==> src/hub_timing_pkg.sv <==
// Package of timing limits, counts and carrier types for the hub timing block
package hub_timing_pkg;

  localparam int unsigned CLK_PERIOD_NS = 4;

  // Longest times round down to whole cycles
  localparam int unsigned DOWN_WAKE_NS      = 400;
  localparam int unsigned DOWN_WAKE_CYC     = DOWN_WAKE_NS / CLK_PERIOD_NS;
  localparam int unsigned UP_WAKE_MS        = 1;
  localparam int unsigned UP_WAKE_CYC       = UP_WAKE_MS * 1000000 / CLK_PERIOD_NS;
  localparam int unsigned DRIVE_WAKE_NS     = 1000;
  localparam int unsigned DRIVE_WAKE_CYC    = DRIVE_WAKE_NS / CLK_PERIOD_NS;
  localparam int unsigned PORT2PORT_US      = 1;
  localparam int unsigned PORT2PORT_CYC     = PORT2PORT_US * 1000 / CLK_PERIOD_NS;
  localparam int unsigned RESET_ERR_MS      = 100;
  localparam int unsigned RESET_ERR_CYC     = RESET_ERR_MS * 1000000 / CLK_PERIOD_NS;
  localparam int unsigned CHECK_ON_RESET_MS = 1;
  localparam int unsigned CHECK_ON_RESET_CYC = CHECK_ON_RESET_MS * 1000000 / CLK_PERIOD_NS;
  localparam int unsigned SWITCH_DISC_MS    = 1;
  localparam int unsigned SWITCH_DISC_CYC   = SWITCH_DISC_MS * 1000000 / CLK_PERIOD_NS;
  localparam int unsigned JITTER_LIMIT_NS   = 8;
  localparam int unsigned JITTER_LIMIT_CYC  = JITTER_LIMIT_NS / CLK_PERIOD_NS;

  localparam int unsigned BABBLE_SYMBOLS    = 1030;
  localparam int unsigned SKP_SPACING       = 354;
  localparam int unsigned MAX_PORTS         = 15;
  localparam int unsigned CURRENT_UNIT_MA   = 4;

  localparam int unsigned CNT_W             = 26;

  typedef struct packed {
    logic pay_start;
    logic pay_end;
    logic pay_abort;
    logic symbol;
  } rx_sym_s;

  typedef struct packed {
    logic bus_reset;
    logic training;
    logic u0_from_idle;
  } periph_ev_s;

endpackage

==> src/limit_timer.sv <==
// Restartable limit timer: counts while armed, pulses once at terminal count
`timescale 1ns/1ns
module limit_timer #(
  parameter int unsigned W     = 26,
  parameter int unsigned LIMIT = 100
) (
  input  wire logic sys_clk_i,
  input  wire logic arst_n_i,
  input  wire logic ce_i,
  input  wire logic start_i,
  input  wire logic stop_i,
  output logic      busy_o,
  output logic      due_o
);

  logic [W-1:0] cnt_q;
  logic [W-1:0] cnt_d;
  logic         run_q;
  logic         run_d;

  always_comb begin
    cnt_d = cnt_q;
    run_d = run_q;
    if (start_i) begin
      cnt_d = '0;
      run_d = 1'b1;
    end else if (stop_i) begin
      run_d = 1'b0;
    end else if (run_q) begin
      cnt_d = cnt_q + 1'b1;
      if (cnt_q == W'(LIMIT - 1)) begin
        run_d = 1'b0;
      end
    end
  end

  always_ff @(posedge sys_clk_i or negedge arst_n_i) begin
    if (!arst_n_i) begin
      cnt_q <= '0;
      run_q <= 1'b0;
    end else if (ce_i) begin
      cnt_q <= cnt_d;
      run_q <= run_d;
    end
  end

  assign busy_o = run_q;
  assign due_o  = run_q && !start_i && !stop_i && (cnt_q == W'(LIMIT - 1));

endmodule // limit_timer

==> src/hub_port_timing_limits.sv <==
// Hub and peripheral upstream port timing limit enforcement
`timescale 1ns/1ns
module hub_port_timing_limits
  import hub_timing_pkg::*;
#(
  parameter int unsigned PORTS          = MAX_PORTS,
  parameter int unsigned UP_WAKE_LIM    = UP_WAKE_CYC,
  parameter int unsigned RESET_ERR_LIM  = RESET_ERR_CYC,
  parameter int unsigned ON_RESET_LIM   = CHECK_ON_RESET_CYC,
  parameter int unsigned SWITCH_LIM     = SWITCH_DISC_CYC
) (
  input  wire logic             sys_clk_i,
  input  wire logic             arst_n_i,
  input  wire logic             ce_i,
  input  wire logic [PORTS-1:0] hdr_first_i,
  input  wire logic [PORTS-1:0] ds_low_power_i,
  input  wire logic [PORTS-1:0] ds_wake_start_i,
  input  wire logic             us_in_u3_i,
  input  wire logic [PORTS-1:0] set_u0_req_i,
  input  wire logic [PORTS-1:0] ds_in_u3_i,
  input  wire logic [PORTS-1:0] ds_ustate_chg_i,
  input  wire logic [PORTS-1:0] warm_reset_i,
  input  wire logic [PORTS-1:0] ds_rxdetect_i,
  input  wire rx_sym_s          rx_i,
  input  wire logic             tx_symbol_i,
  input  wire periph_ev_s       periph_i,
  input  wire logic             usb2_connected_i,
  input  wire logic [7:0]       ctrl_current_ma_i,
  output logic [PORTS-1:0]      ds_exit_lp_o,
  output logic                  us_wake_o,
  output logic [PORTS-1:0]      ds_drive_wake_o,
  output logic                  us_ustate_chg_o,
  output logic [PORTS-1:0]      reset_fail_o,
  output logic                  babble_o,
  output logic                  skp_insert_o,
  output logic                  periph_power_on_o,
  output logic                  usb2_disconnect_o,
  output logic                  training_o,
  output logic [7:0]            ctrl_current_units_o,
  output logic [15:0]           hub_delay_ns_o,
  output logic [3:0]            port_count_o
);

  ////////////////////////////////////////////////////////////////////////////
  // Immediate actions; the deadlines are met with margin by acting next cycle

  logic [PORTS-1:0] ds_exit_lp_d, ds_exit_lp_q;
  logic [PORTS-1:0] ds_drive_d, ds_drive_q;
  logic             us_wake_d, us_wake_q;
  logic             us_chg_d, us_chg_q;

  always_comb begin
    ds_exit_lp_d = hdr_first_i & ds_low_power_i;
    ds_drive_d   = set_u0_req_i & ds_in_u3_i;
    us_wake_d    = us_in_u3_i && (|ds_wake_start_i);
    us_chg_d     = |ds_ustate_chg_i;
  end

  always_ff @(posedge sys_clk_i or negedge arst_n_i) begin
    if (!arst_n_i) begin
      ds_exit_lp_q <= '0;
      ds_drive_q   <= '0;
      us_wake_q    <= 1'b0;
      us_chg_q     <= 1'b0;
    end else if (ce_i) begin
      ds_exit_lp_q <= ds_exit_lp_d;
      ds_drive_q   <= ds_drive_d;
      us_wake_q    <= us_wake_d;
      us_chg_q     <= us_chg_d;
    end
  end

  assign ds_exit_lp_o    = ds_exit_lp_q;
  assign ds_drive_wake_o = ds_drive_q;
  assign us_wake_o       = us_wake_q;
  assign us_ustate_chg_o = us_chg_q;

  ////////////////////////////////////////////////////////////////////////////
  // Warm reset failure timers, one per port

  logic [PORTS-1:0] rst_busy, rst_due;
  logic [PORTS-1:0] rx_det_q;
  logic [PORTS-1:0] rst_fail_d, rst_fail_q;

  for (genvar p = 0; p < PORTS; p++) begin : g_rst
    limit_timer #(.W(CNT_W), .LIMIT(RESET_ERR_LIM)) u_rst (
      .sys_clk_i (sys_clk_i),
      .arst_n_i  (arst_n_i),
      .ce_i      (ce_i),
      .start_i   (warm_reset_i[p] && ds_rxdetect_i[p] && !rx_det_q[p]),
      .stop_i    (!warm_reset_i[p] || !ds_rxdetect_i[p]),
      .busy_o    (rst_busy[p]),
      .due_o     (rst_due[p])
    );
  end

  always_comb begin
    rst_fail_d = (rst_fail_q | rst_due) & warm_reset_i;
  end

  always_ff @(posedge sys_clk_i or negedge arst_n_i) begin
    if (!arst_n_i) begin
      rx_det_q   <= '0;
      rst_fail_q <= '0;
    end else if (ce_i) begin
      rx_det_q   <= ds_rxdetect_i & warm_reset_i;
      rst_fail_q <= rst_fail_d;
    end
  end

  assign reset_fail_o = rst_fail_q;

  ////////////////////////////////////////////////////////////////////////////
  // Babble detection and SKP pacing

  logic [10:0] bab_cnt_d, bab_cnt_q;
  logic        in_pay_d, in_pay_q;
  logic        babble_d, babble_q;
  logic [8:0]  skp_cnt_d, skp_cnt_q;
  logic        skp_d, skp_q;

  always_comb begin
    bab_cnt_d = bab_cnt_q;
    in_pay_d  = in_pay_q;
    babble_d  = 1'b0;
    if (rx_i.pay_start) begin
      bab_cnt_d = '0;
      in_pay_d  = 1'b1;
    end else if (rx_i.pay_end || rx_i.pay_abort) begin
      in_pay_d = 1'b0;
    end else if (in_pay_q && rx_i.symbol) begin
      bab_cnt_d = bab_cnt_q + 11'h001;
      if (bab_cnt_q == 11'(BABBLE_SYMBOLS - 1)) begin
        babble_d = 1'b1;
        in_pay_d = 1'b0;
      end
    end
    // Fixed spacing makes the average exact
    skp_cnt_d = skp_cnt_q;
    skp_d     = 1'b0;
    if (tx_symbol_i) begin
      if (skp_cnt_q == 9'(SKP_SPACING - 1)) begin
        skp_cnt_d = '0;
        skp_d     = 1'b1;
      end else begin
        skp_cnt_d = skp_cnt_q + 9'h001;
      end
    end
  end

  always_ff @(posedge sys_clk_i or negedge arst_n_i) begin
    if (!arst_n_i) begin
      bab_cnt_q <= '0;
      in_pay_q  <= 1'b0;
      babble_q  <= 1'b0;
      skp_cnt_q <= '0;
      skp_q     <= 1'b0;
    end else if (ce_i) begin
      bab_cnt_q <= bab_cnt_d;
      in_pay_q  <= in_pay_d;
      babble_q  <= babble_d;
      skp_cnt_q <= skp_cnt_d;
      skp_q     <= skp_d;
    end
  end

  assign babble_o     = babble_q;
  assign skp_insert_o = skp_q;

  ////////////////////////////////////////////////////////////////////////////
  // Peripheral upstream port: 2.0 reset and interface switching

  typedef enum logic [2:0] {
    ST_IDLE     = 3'h1,
    ST_TRAINING = 3'h2,
    ST_ENABLED  = 3'h4
  } up_state_e;

  up_state_e st_d, st_q;
  logic      pwr_on_d, pwr_on_q;
  logic      disc_d, disc_q;

  always_comb begin
    st_d     = st_q;
    pwr_on_d = periph_i.bus_reset;
    disc_d   = 1'b0;
    case (st_q)
      ST_IDLE: begin
        if (periph_i.training) begin
          st_d   = ST_TRAINING;
          disc_d = usb2_connected_i;
        end
      end
      ST_TRAINING: begin
        if (periph_i.u0_from_idle) begin
          st_d = ST_ENABLED;
        end
      end
      ST_ENABLED: begin
        if (periph_i.bus_reset) begin
          st_d = ST_IDLE;
        end
      end
      default: st_d = ST_IDLE;
    endcase
  end

  always_ff @(posedge sys_clk_i or negedge arst_n_i) begin
    if (!arst_n_i) begin
      st_q     <= ST_IDLE;
      pwr_on_q <= 1'b0;
      disc_q   <= 1'b0;
    end else if (ce_i) begin
      st_q     <= st_d;
      pwr_on_q <= pwr_on_d;
      disc_q   <= disc_d;
    end
  end

  assign periph_power_on_o = pwr_on_q;
  assign usb2_disconnect_o = disc_q;
  assign training_o        = (st_q == ST_TRAINING);

  ////////////////////////////////////////////////////////////////////////////
  // Descriptor figures; forwarding is one registered stage so jitter is zero

  assign ctrl_current_units_o = ctrl_current_ma_i / 8'(CURRENT_UNIT_MA);
  assign hub_delay_ns_o       = 16'(CLK_PERIOD_NS);
  assign port_count_o         = 4'(PORTS);
endmodule // hub_port_timing_limits

==> config.mk <==
export PLATFORM = sky130hd
export DESIGN_NAME = hub_port_timing_limits
export DESIGN_NICKNAME = d
export VERILOG_FILES = /design/src/hub_timing_pkg.sv /design/src/limit_timer.sv /design/src/hub_port_timing_limits.sv
export SDC_FILE = /design/constraint.sdc
export NUM_CORES = 1
export LEC_CHECK = 0
export BUFFER_PORTS_ARGS = -buffer_cell sky130_fd_sc_hd__clkbuf_2
export CAP_MARGIN = 20
export CORE_UTILIZATION = 25
export CTS_CLUSTER_DIAMETER = 100
export DETAILED_ROUTE_END_ITERATION = 8
export GPL_TIMING_DRIVEN = 0
export MAX_ROUTING_LAYER = met4
export SLEW_MARGIN = 20
export SYNTH_ARGS = -nofsm -noshare
export SYNTH_HDL_FRONTEND = slang
export SYNTH_SLANG_ARGS = --single-unit
==> constraint.sdc <==
create_clock -name sys_clk_i -period 2.1 [get_ports sys_clk_i]
set_input_delay 0.315 -clock sys_clk_i [delete_from_list [all_inputs] [get_ports sys_clk_i]]
set_output_delay 0.315 -clock sys_clk_i [all_outputs]
set_load 0.005 [all_outputs]
Word level (Yosys, flattened, before mapping)
Index checks and enable logic that the tools add are counted.
- output and inout port bits: 80
- ROM bits: 0
- memories: 0
- bits in latches: 0
- register bits after elaboration: 495
- bits in writable memories: 0
- bits of input ports: 141
- logic and storage cells: 437
- equal/unequal tests: 39
- $mul: 0
- reductions and logical operators: 207
- order comparisons: 0
- add/subtract/negate cells: 17
- divide/modulo/power cells: 0
- bitwise logic cells: 5
- shifts and indexed selects: 0
- mux-type cells: 125
- operators by type and width (kind ; number):
    2-to-1 mux 26 bit ; 45
    adder 26 x 1 -> 26 bit (second input constant) ; 15
    equality test 26 x 25 -> 1 bit (second input constant) ; 15
    logical AND 1 bit ; 77
    logical NOT 1 bit ; 75
    2-to-1 mux 1 bit ; 72
    bitwise AND 15 bit ; 4
    AND reduction 3 bit ; 17
    2-to-1 mux 11 bit ; 3
    nonzero test 2 bit ; 16
    inequality test 2 x 1 -> 1 bit (second input constant) ; 15
    OR reduction 15 bit ; 2
    logical OR 1 bit ; 16
    OR 15 bit ; 1
    adder 11 x 1 -> 11 bit (second input constant) ; 1
    equality test 11 bit (second input constant) ; 1
    adder 9 x 1 -> 9 bit (second input constant) ; 1
    equality test 9 bit (second input constant) ; 1
    2-to-1 mux 3 bit ; 3
    2-to-1 mux 9 bit ; 1
    one-hot mux 3 bit (3 select lines) ; 1
    inequality test 2 bit (second input constant) ; 4
    nonzero test 3 bit ; 2
    AND reduction 4 bit ; 1
    other kinds (4) ; 4

Depth between registers and ports, before layout
Gate-level depths: netlist (run 1).
- depth in word-level cells: 8
- depth in mapped cells: 8
- gate-level depth less buffers: 6

Modules after synthesis
Synthesis (run 1) repeated with hierarchy kept, for this count alone.
- cell total of the unflattened synthesis: 2987
- area, all modules: 27599.0 sq um
- modules (own cells, without submodules) (module ; times used ; area each (sq um) ; cells an instance ; sequential area each (sq um)):
    limit_timer (g_rst[0].u_rst ...) ; 14 ; 1561.5 ; 169 ; 675.6
    hub_port_timing_limits ; 1 ; 4212.8 ; 453 ; 2253.4
    limit_timer (g_rst[9].u_rst) ; 1 ; 1525.2 ; 168 ; 675.6

Least setup slack after synthesis (run 1)
No wires, ideal clock.
- path type: register to register
- start point: reg g_rst[8].u_rst.cnt_q[0]
- end point: reg g_rst[8].u_rst.cnt_q[20]
- cell stages (with the launch flop): 8
- data arrival time: 1802 ps
- library setup time: 132 ps
- path buffers: 1
- required time: 1968 ps
- clock period less this slack: 1934 ps
- setup slack: 166 ps
- cells stage by stage: dfrtp_1 > ha_1 > nand3_1 > or4b_4 > buf_6 > nor4_1 > xnor2_1 > nor2_1
- cells in the longest elaborated chain, start to end: 4
- ends and longest elaborated chain (item ; line ; text):
    start: declaration ; limit_timer.sv:16 ; logic [W-1:0] cnt_q;
    start signal: assignment ; limit_timer.sv:42 ; cnt_q <= cnt_d;
    adder 26 x 1 -> 26 bit ; limit_timer.sv:30 ; cnt_d = cnt_q + 1'b1;
    2-to-1 mux 26 bit ; limit_timer.sv:29 ; end else if (run_q) begin
    2-to-1 mux 26 bit ; limit_timer.sv:27 ; end else if (stop_i) begin
    2-to-1 mux 26 bit ; limit_timer.sv:24 ; if (start_i) begin
Every way passes these cells. The select of a mux whose other input is x is not followed.
A chain may end at the register's enable or synchronous reset.

Worst setup path after layout (run 1)
- start point: in ds_rxdetect_i[11]
- end point: reg g_rst[11].u_rst.cnt_q[25]
- cells in the longest elaborated chain, start to end: 4
- elaborated cells between the ends (all ways): 8
- classes of those cells: eq/ne (1); mux (1); reduce/logical (6)
- ends and longest elaborated chain (item ; line ; text):
    start: declaration ; hub_port_timing_limits.sv:23 ; input wire logic [PORTS-1:0] ds_rxdetect_i,
    logical NOT 1 bit or logical AND 1 bit (tied branches) ; hub_port_timing_limits.sv:91, hub_port_timing_limits.sv:90 ;
    logical OR 1 bit or logical AND 1 bit (tied branches) ; hub_port_timing_limits.sv:91, hub_port_timing_limits.sv:90 ;
    inequality test 2 x 1 -> 1 bit (no line) or nonzero test 2 bit (tied branches) ; - ;
    AND reduction 3 bit (no line) ; - ;
    end signal: assignment ; limit_timer.sv:42 ;
    end: declaration ; limit_timer.sv:16 ;
Parallel ways exist; a longest one is shown, timed or not.

==> flow_results.org, run 1 <==
** Status
- The run finished with clean final reports.

** Layout
- Leaving out fill and tap cells, the most frequent cell in the layout is dfrtp_1.
- Leading cell types in the layout, fill and taps excluded :: dfrtp_1, nor2_1, nand3_1, clkbuf_2, nand2_1
- Fill count :: 10,100
- Post-route cell area :: 0.0313 mm²
- Nets :: 3,199
- The post-route netlist has 14.7% of its cells at a drive strength greater than 1.
- Once layout is complete, the utilization of the core stands at 31.7%.
- Synthesis-to-layout area growth :: 24.9%

** Synth
- Cell taking the most area after synthesis :: dfrtp_1
- Post-synthesis sequential area ratio :: between 40% and 50%
- Synthesized instance count :: ~2,700
- Yosys warns :: 0
- Synth top area cells :: dfrtp_1, nor2_1, xor2_1, xnor2_1, nand3_1
- Library cells used by synthesis :: between 60 and 70
- Of the post-synthesis cell area, the dominant cell type holds 49.3%.
- Synthesized area divided by synthesized cell count :: 9.43 µm²
- Flop and latch count out of synthesis :: approximately 500
- In the synthesized netlist the dominant register cell turns out to be dfrtp_1.
- Synth Cell Area :: 0.0251 mm²
- Counting flops with an async set or reset pin after synthesis yields a share of 100%.
- Count of flip-flops with a built-in enable after synthesis :: 0

** Worst setup path
- Data on the critical path is required at its endpoint by 2.64 ns.
- For the worst setup path, the data arrival time is roughly 2.6 ns.
- STA classifies the critical path startpoint as an input port.
- STA classifies the critical path endpoint as a flop.
- The worst register-to-register path has a setup slack of 0.09 ns.
- In this run the worst path has a maximum fanout of 10.
- The startpoint identified for the worst register-to-register timing path is g_rst[11].u_rst.cnt_q[3]$_DFFE_PN0P_.
- Measured in cells, the most critical reg-to-reg path has a length of 5.
- Classification of the worst setup path :: in2reg
- In this run the critical register-to-register path is captured at g_rst[11].u_rst.cnt_q[25]$_DFFE_PN0P_.

** Clock tree
- Maximum level of the CTS H-tree :: 2
- CTS saw around 500 sinks.
- The clock reaches the later pin of the worst-skew pair after 0.64 ns.
- Clock-pin slew on the worst setup and hold paths :: 0.06 ns
- TritonCTS clock tree :: done
- In this run the deepest clock path goes through 3 buffers.
- The tree is rooted in a clkbuf_16.
- Clock tree synthesis inserted a total of 59 buffers.

** Floorplanning
- Std-Cell Core Area :: 0.0989 mm²
- Once the floorplan was initialized, standard cells occupied between 20% and 30% of the core.
- The floorplan step defined a die boundary enclosing 0.102 mm².
- Die Ht :: ~320 µm
- From left edge to right edge, the die measures 319 µm.
- Rows :: about 120
- 221 I/O pins were placed.

** Timing
- Max Clock Freq :: a little under 500 MHz
- Setup repair after global routing could not meet its margin everywhere.
- After layout, the worst path uses a little over nine tenths of the clock period.
- At the pin with the least slew margin, the transition time is 0.791 ns.
- Slew headroom :: 46.8%
- Setup Viol. Count Final :: 0
- For the final database, setup skew stands at about 0.024 ns.
- The tightest hold path in the finished design has a slack of 0.0545 ns.
- Clock period minus worst slack :: 2.01 ns
- Sum Neg Setup Slack :: 0 ns
- The count of final hold-check violations came to 0.
- Number of pins with negative max-slew slack in the final report :: 0

** Worst hold path
- The startpoint identified for the worst hold timing path is ds_wake_start_i[7].
- For hold timing, the worst endpoint is us_wake_o$_DFFE_PN0P_.
- Path type of the worst min-delay path :: in2reg
- The worst hold path passes through 5 cells.

** Routing
- Post-DR wirelength/cell :: 14.7 µm
- After detailed routing, the number of remaining DRC violations is 0.
- Detailed Route WL :: 64,200 µm
- Once detail routing completed, the nets flagged for antenna violations numbered 0.
- Avg Vias per Cell :: 4.64
- Across all layers, the routed design uses a little over 20,000 vias.
- The first routing iteration left approximately 980 violations.
- The first detailed-routing pass ran for 4 iterations.

** Place
- Gpl congestion :: 0.797
- Port bufs :: 190
- In this run the cell area measured after placement is ~0.028 mm².
- Detailed placement finished with a half-perimeter wire length of 43,200 µm.

** Power and ir drop
- Pwr per Cell Area :: 715 mW/mm²
- For this design the static power due to leakage is 13.7 nW.
- Maximum vdd ir drop :: 673 µV

** Job
- Max-cap violations in this run came to 0.

** GRT
- Initial antenna violation count :: 5
- For this run, the total global-route usage over all layers was measured as 12.8%.
- Vias in the first global route :: a little under 20,000
- Gr ovfl total :: 0
- Pin count of the biggest net entering global routing :: 86
- First-pass GRT wire length :: 105,000 µm
==> stage by stage <==
stage          setup WS (ns)  cells  power, mW
2_1_floorplan          0.166   2680       11.0
3_3_place_gp          -11.36   4157       11.7
3_5_place_dp           -1.84   4164       11.8
4_1_cts               0.0116   4370       22.8
5_1_grt              -0.0534   4379       23.5
6_report              0.0896   4380       22.4
==> per-layer routing <==
metal | GRT usage [%] | vias up | share of wire (%)
li1 | - | 10000 | -
met1 | 17.2 | 9778 | 48
met2 | 19.5 | 409 | 45
met3 | 2.38 | 101 | 4.9
met4 | 4.02 | 0 | 2.8
met5 | - | - | 0
==> how the worst max path moves through the flow <==
| stage | start | endpoint | slack [ns] |
|---|---|---|---|
| 2_1_floorplan | g_rst[8].u_rst.cnt_q[0]$_DFFE_PN0P_ | g_rst[8].u_rst.cnt_q[20]$_DFFE_PN0P_ | 0.17 |
| 3_3_place_gp | arst_n_i | g_rst[11].u_rst.cnt_q[15]$_DFFE_PN0P_ | -11.36 |
| 3_5_place_dp | ce_i | ds_drive_wake_o[2]$_DFFE_PN0P_ | -1.84 |
| 4_1_cts | g_rst[3].u_rst.cnt_q[0]$_DFFE_PN0P_ | reset_fail_o[3]$_DFFE_PN0P_ | 0.01 |
| 5_1_grt | g_rst[6].u_rst.cnt_q[0]$_DFFE_PN0P_ | g_rst[6].u_rst.cnt_q[22]$_DFFE_PN0P_ | -0.05 |
| 6_report | ds_rxdetect_i[11] | g_rst[11].u_rst.cnt_q[25]$_DFFE_PN0P_ | 0.09 |
==> where the power goes <==
| group | switching, mW | internal, mW |
|---|---|---|
| sequential | 0.320 | 9.85 |
| combinational | 0.884 | 0.690 |
| clock | 4.32 | 6.34 |
| total | 5.52 | 16.9 |
==> cell families (layout without fill, tap and decap cells) <==
group,after synthesis,in the layout,share of synthesized area [%]
AOI/OAI and AO/OA,209,209,5.03
xor gates and xnor gates,334,334,11.7
adders and majority gates,19,19,0.948
buffers and inverters,210,618,3.71
DFF,495,495,49.4
muxes,5,5,0.224
other,2,27,0.0299
and+or+nand+nor,1386,1386,29.0
==> worst max-delay path: stages <==
cell and delay [ns]:
dlygate4sd3_1 0.53, clkbuf_2 0.12, and3_1 0.14, buf_2 0.16, nand4_4 0.20, or3_4 0.40, or4_1 0.52, a21oi_1 0.16
==> timing repair <==
item                                   CTS  global route
endpoints found under the hold margin  148             0
pin swaps                                4             6
hold buffers                            94             0
setup buffers                            3             8
gates resized for setup                 38            30
setup endpoints to repair              193            73
==> Yosys cell counts (all sizes together), types with 35 or more instances <==
cell type,instances
dfrtp,494
and3,73
buf,46
and4,38
o21ai,98
or3,35
nor2,403
nand4,140
nor3,85
nand3,208
clkbuf,73
xor2,170
xnor2,164
nor4,105
nand2,180
inv,91
a21oi,47
==> registers in the layout, summed over array words and instances (netlist names) <==
register / cells
reset_fail_o: 15
rx_det_q: 15
skp_insert_o: 1
us_wake_o: 1
bab_cnt_q: 11
in_pay_q: 1
ds_drive_wake_o: 15
periph_power_on_o: 1
g_rst.u_rst.busy_o: 15
skp_cnt_q: 9
g_rst.u_rst.cnt_q: 390
st_q: 3
ds_exit_lp_o: 15
us_ustate_chg_o: 1
babble_o: 1
usb2_disconnect_o: 1
==> cell type report <==
cell class	count	area, µm²	area share [%]
inverters	91	342	1.09
clock buffers	78	1630	5.20
repair buffers	302	2180	6.95
well taps	1287	1610	5.14
multi-input cells	1975	12100	38.7
diodes	5	12.5	0.0399
plain buffers	115	652	2.08
clock inverters	32	403	1.29
flip-flops and latches	495	12400	39.5
No activity file was read; power rests on OpenSTA's default activity.
==> run 2: changes to the inputs <==
Settings changed: CORE_ASPECT_RATIO set to 1.2.
==> flow_results.org, run 2 (synthesis gave the netlist of run 1 again) <==
** Status
- Outcome :: complete, no violations

** Timing
- Worst clock skew on the final layout :: 0.0234 ns (-0.000445 ns)
- The remaining max-slew budget at the tightest pin is 47.8% (+0.93 points).
- Max Clock Freq :: 480 MHz (-3.4%)
- Number of pins with negative max-slew slack in the final report :: 0 (unchanged)
- Slew of the pin with the lowest slew margin :: 0.777 ns (-0.0139 ns)
- Setup repair after global routing could not meet its margin everywhere.
- The share of the cycle needed by the critical path after routing was 99.1% (+3.4 points).
- The count of final hold-check violations came to 0 (unchanged).
- The minimum clock period after layout came to 2.08 ns (+0.0709 ns).
- Setup Viol. Count Final :: 0 (unchanged)

** Routing
- Avg Vias per Cell :: 4.67 (+0.60%)
- The total routed wirelength was 63,700 µm (-0.68%).
- The per-cell routed wire length came to 14.6 µm (-0.25%).
- The routed via count was 20,400 (+0.16%).
- DRC Markers :: 0 (unchanged)
- The number of violations reported at the end of detailed-routing iteration 0 came to 1,007 (+3.2%).
- The detailed-router iteration count before antenna repair is 5 (+1).
- The post-detailed-route count of antenna-violating nets is 0 (unchanged).

** Place
- The count of port buffers added during placement was 190 (unchanged).
- The detailed placement HPWL was 43,100 µm (-0.33%).
- Gpl congestion :: 0.799 (+0.20%)
- The number of placed instances, taps included came to 4,157 (-0.17%).

** Worst setup path
- The number of buffer and inverter instances along the worst setup path was 1 (-2).
- CP Capture Type :: flop
- Cells along the critical path :: ha_2, nand3_2, or4b_4, buf_8, nor4_4, xnor2_1, nor2_1
- Worst path arrival time :: 2.57 ns (+0.02 ns)
- The critical path in this run is classified as reg2reg.
- The largest fanout on the critical path is 5 (-5).
- Worst Setup Start Kind :: flop
- Critical Path Slowest Stage Cell :: or4b_4
- The delay contributed by the slowest stage of the critical path is 0.61 ns (+0.08 ns).
- The data required time of the critical path is 2.59 ns (-0.05 ns).
- Grouping stages by cell kind, the critical path spends the most delay in simple AND/OR/NAND/NOR gates.

** Floorplanning
- The floorplan row count was 126 (+9.6%).
- Total die area :: 0.102 mm² (about the same)
- The y dimension of the die was 349 µm (+9.5%).
- The initial core utilization came to 25.4% (about the same).
- Die width :: 291 µm (-8.7%)
- The standard cell core area is 0.0988 mm² (about the same).
- Top-level port count :: 221 (unchanged)

** Layout
- Counting flops per register, the top entry is g_rst.u_rst.cnt_q.
- The non-filler instance count after layout is 4,361 (-0.43%).
- The library cell used most frequently in the layout, excluding fill and tap cells, is dfrtp_1.
- Nets :: 3,188 (-0.34%)
- The fraction of the core area covered by cells at the end of the flow was 31.7% (-0.034 points).
- The flip-flop count of the largest register after layout came to 390 (unchanged).
- Leading cell types in the layout, fill and taps excluded :: dfrtp_1, nor2_1, nand3_1, clkbuf_2, nand2_1
- The final-layout fill cell count came to 10,100 (-0.44%).
- The share of layout cells above drive strength 1 is 14.6% (-0.13 points).
- The area growth from synthesis to layout is 24.8%.

** GRT
- The total routing resource utilization after global routing came to 12.8% (-0.013 points).
- The global route total overflow is 0 (unchanged).
- The largest net degree at the start of global routing was 82 (-4.7%).
- Vias in the first global route :: 20,300 (+3.8%)
- The global-route wire length before repair was 105,000 µm (+0.34%).
- Initial antenna violation count :: 9 (+4)

** Power and ir drop
- Switching share of power :: 23.9% (-0.75 points)
- The static leakage power came to 13.8 nW (+0.39%).
- Internal Power :: 17.0 mW (+0.68%)
- Comb pwr share :: 7.1% (about the same)
- The power density of the placed cells was 714 mW/mm² (-0.20%).
- Share of power burned in registers :: 45.6% (+0.2 points)
- Power share of the clock group :: 47.4% (-0.2 points)
- The highest ir drop seen on vdd came to 666 µV (-0.97%).
- The reported net switching power is 5.34 mW (-3.3%).
- Total chip power :: 22.3 mW (-0.31%)

** Worst hold path
- The tightest min-delay check is of the in2reg type.

** Clock tree
- The CTS buffer count is 57 (-3.4%).
- Clock sink count :: 495 (unchanged)
- The clock network latency to the later pin of the worst-skew pair was 0.62 ns (-0.02 ns).
- TritonCTS built the clock tree.
- The clock tree buffer depth was 3 (unchanged).
- Maximum level of the CTS H-tree :: 2 (unchanged)
- Clock-pin slew on the worst setup and hold paths :: 0.06 ns (about the same)
- The cell sitting at the root of the clock tree is a clkbuf_16.

** Job
- Maximum capacitance violations :: 0 (unchanged)
[run 2: cell type report]
type	count	area, µm²	area share (%)
inverter	91	342	1.09
clock inverter	25	350	1.12
buffer	114	653	2.09
sequential	495	12400	39.6
antenna	6	15.0	0.0480
tap	1280	1600	5.12
multi-input combinational	1975	12200	38.9
clock buffer	81	1660	5.30
timing repair buffer	294	2110	6.75
[run 2: worst paths after layout]
| kind | from | to | slack (ns) | cells past startpoint |
|---|---|---|---|---|
| worst min-delay path | warm_reset_i[13] | reset_fail_o[13]$_DFFE_PN0P_ | 0.05 | 3 |
| max in group asynchronous | arst_n_i | g_rst[2].u_rst.cnt_q[23]$_DFFE_PN0P_ | 0.41 | 5 |
| worst min register to register | skp_insert_o$_DFFE_PN0P_ | skp_insert_o$_DFFE_PN0P_ | 0.48 | 1 |
| worst max-delay path | g_rst[8].u_rst.cnt_q[0]$_DFFE_PN0P_ | g_rst[8].u_rst.cnt_q[22]$_DFFE_PN0P_ | 0.02 | 7 |
| min in group asynchronous | arst_n_i | g_rst[5].u_rst.cnt_q[21]$_DFFE_PN0P_ | 0.24 | 2 |
| worst max register to register | g_rst[8].u_rst.cnt_q[0]$_DFFE_PN0P_ | g_rst[8].u_rst.cnt_q[22]$_DFFE_PN0P_ | 0.02 | 7 |
[run 2: what timing repair did]
action / in CTS / in global routing
hold endpoints to repair: 103 / 0
gates resized for setup: 32 / 44
cloned: 0 / 1
endpoints found under the setup margin: 202 / 104
pin swaps: 2 / 13
hold buffers: 86 / 0
setup buffers: 1 / 9
[run 2: metal layers]
metal  wire length [µm]  part of all wire (%)  vias up  global-route usage, %
li1                   -                     -    10000                      -
met1              28400                    44     9845                   15.4
met2              30500                    48      397                   21.5
met3               3040                   4.8      106                   2.50
met4               1810                   2.8        0                   4.04
met5                  0                     0        -                      -
[run 2: power groups by stage]
stage	registers (mW)	clock network, mW	logic [mW]
floorplan	10.3	0	0.727
global placement	10.3	0	1.37
global route	10.2	11.4	1.77
CTS	10.2	11.0	1.59
detailed placement	10.3	0	1.44
finish	10.2	10.6	1.58
[run 2: worst reg2reg max path, cell delays in order (launching register included)]
cell and delay, ns:
dfrtp_1 0.38, ha_2 0.20, nand3_2 0.10, or4b_4 0.61, buf_8 0.17, nor4_4 0.29
xnor2_1 0.16, nor2_1 0.05
[run 2: metrics by stage]
stage / area (µm²) / hold WS, ns / TNS [ns] / worst slack (ns)
floorplan: 25200 / 0.0194 / 0 / 0.166
global route: 31300 / 0.0194 / -0.266 / -0.0666
detailed placement: 27900 / 0.328 / -317.21 / -1.61
finish: 31300 / 0.0465 / 0 / 0.0188
global placement: 27700 / 0.467 / -5923.48 / -11.29
CTS: 30900 / 0.000524 / 0 / 0.000204
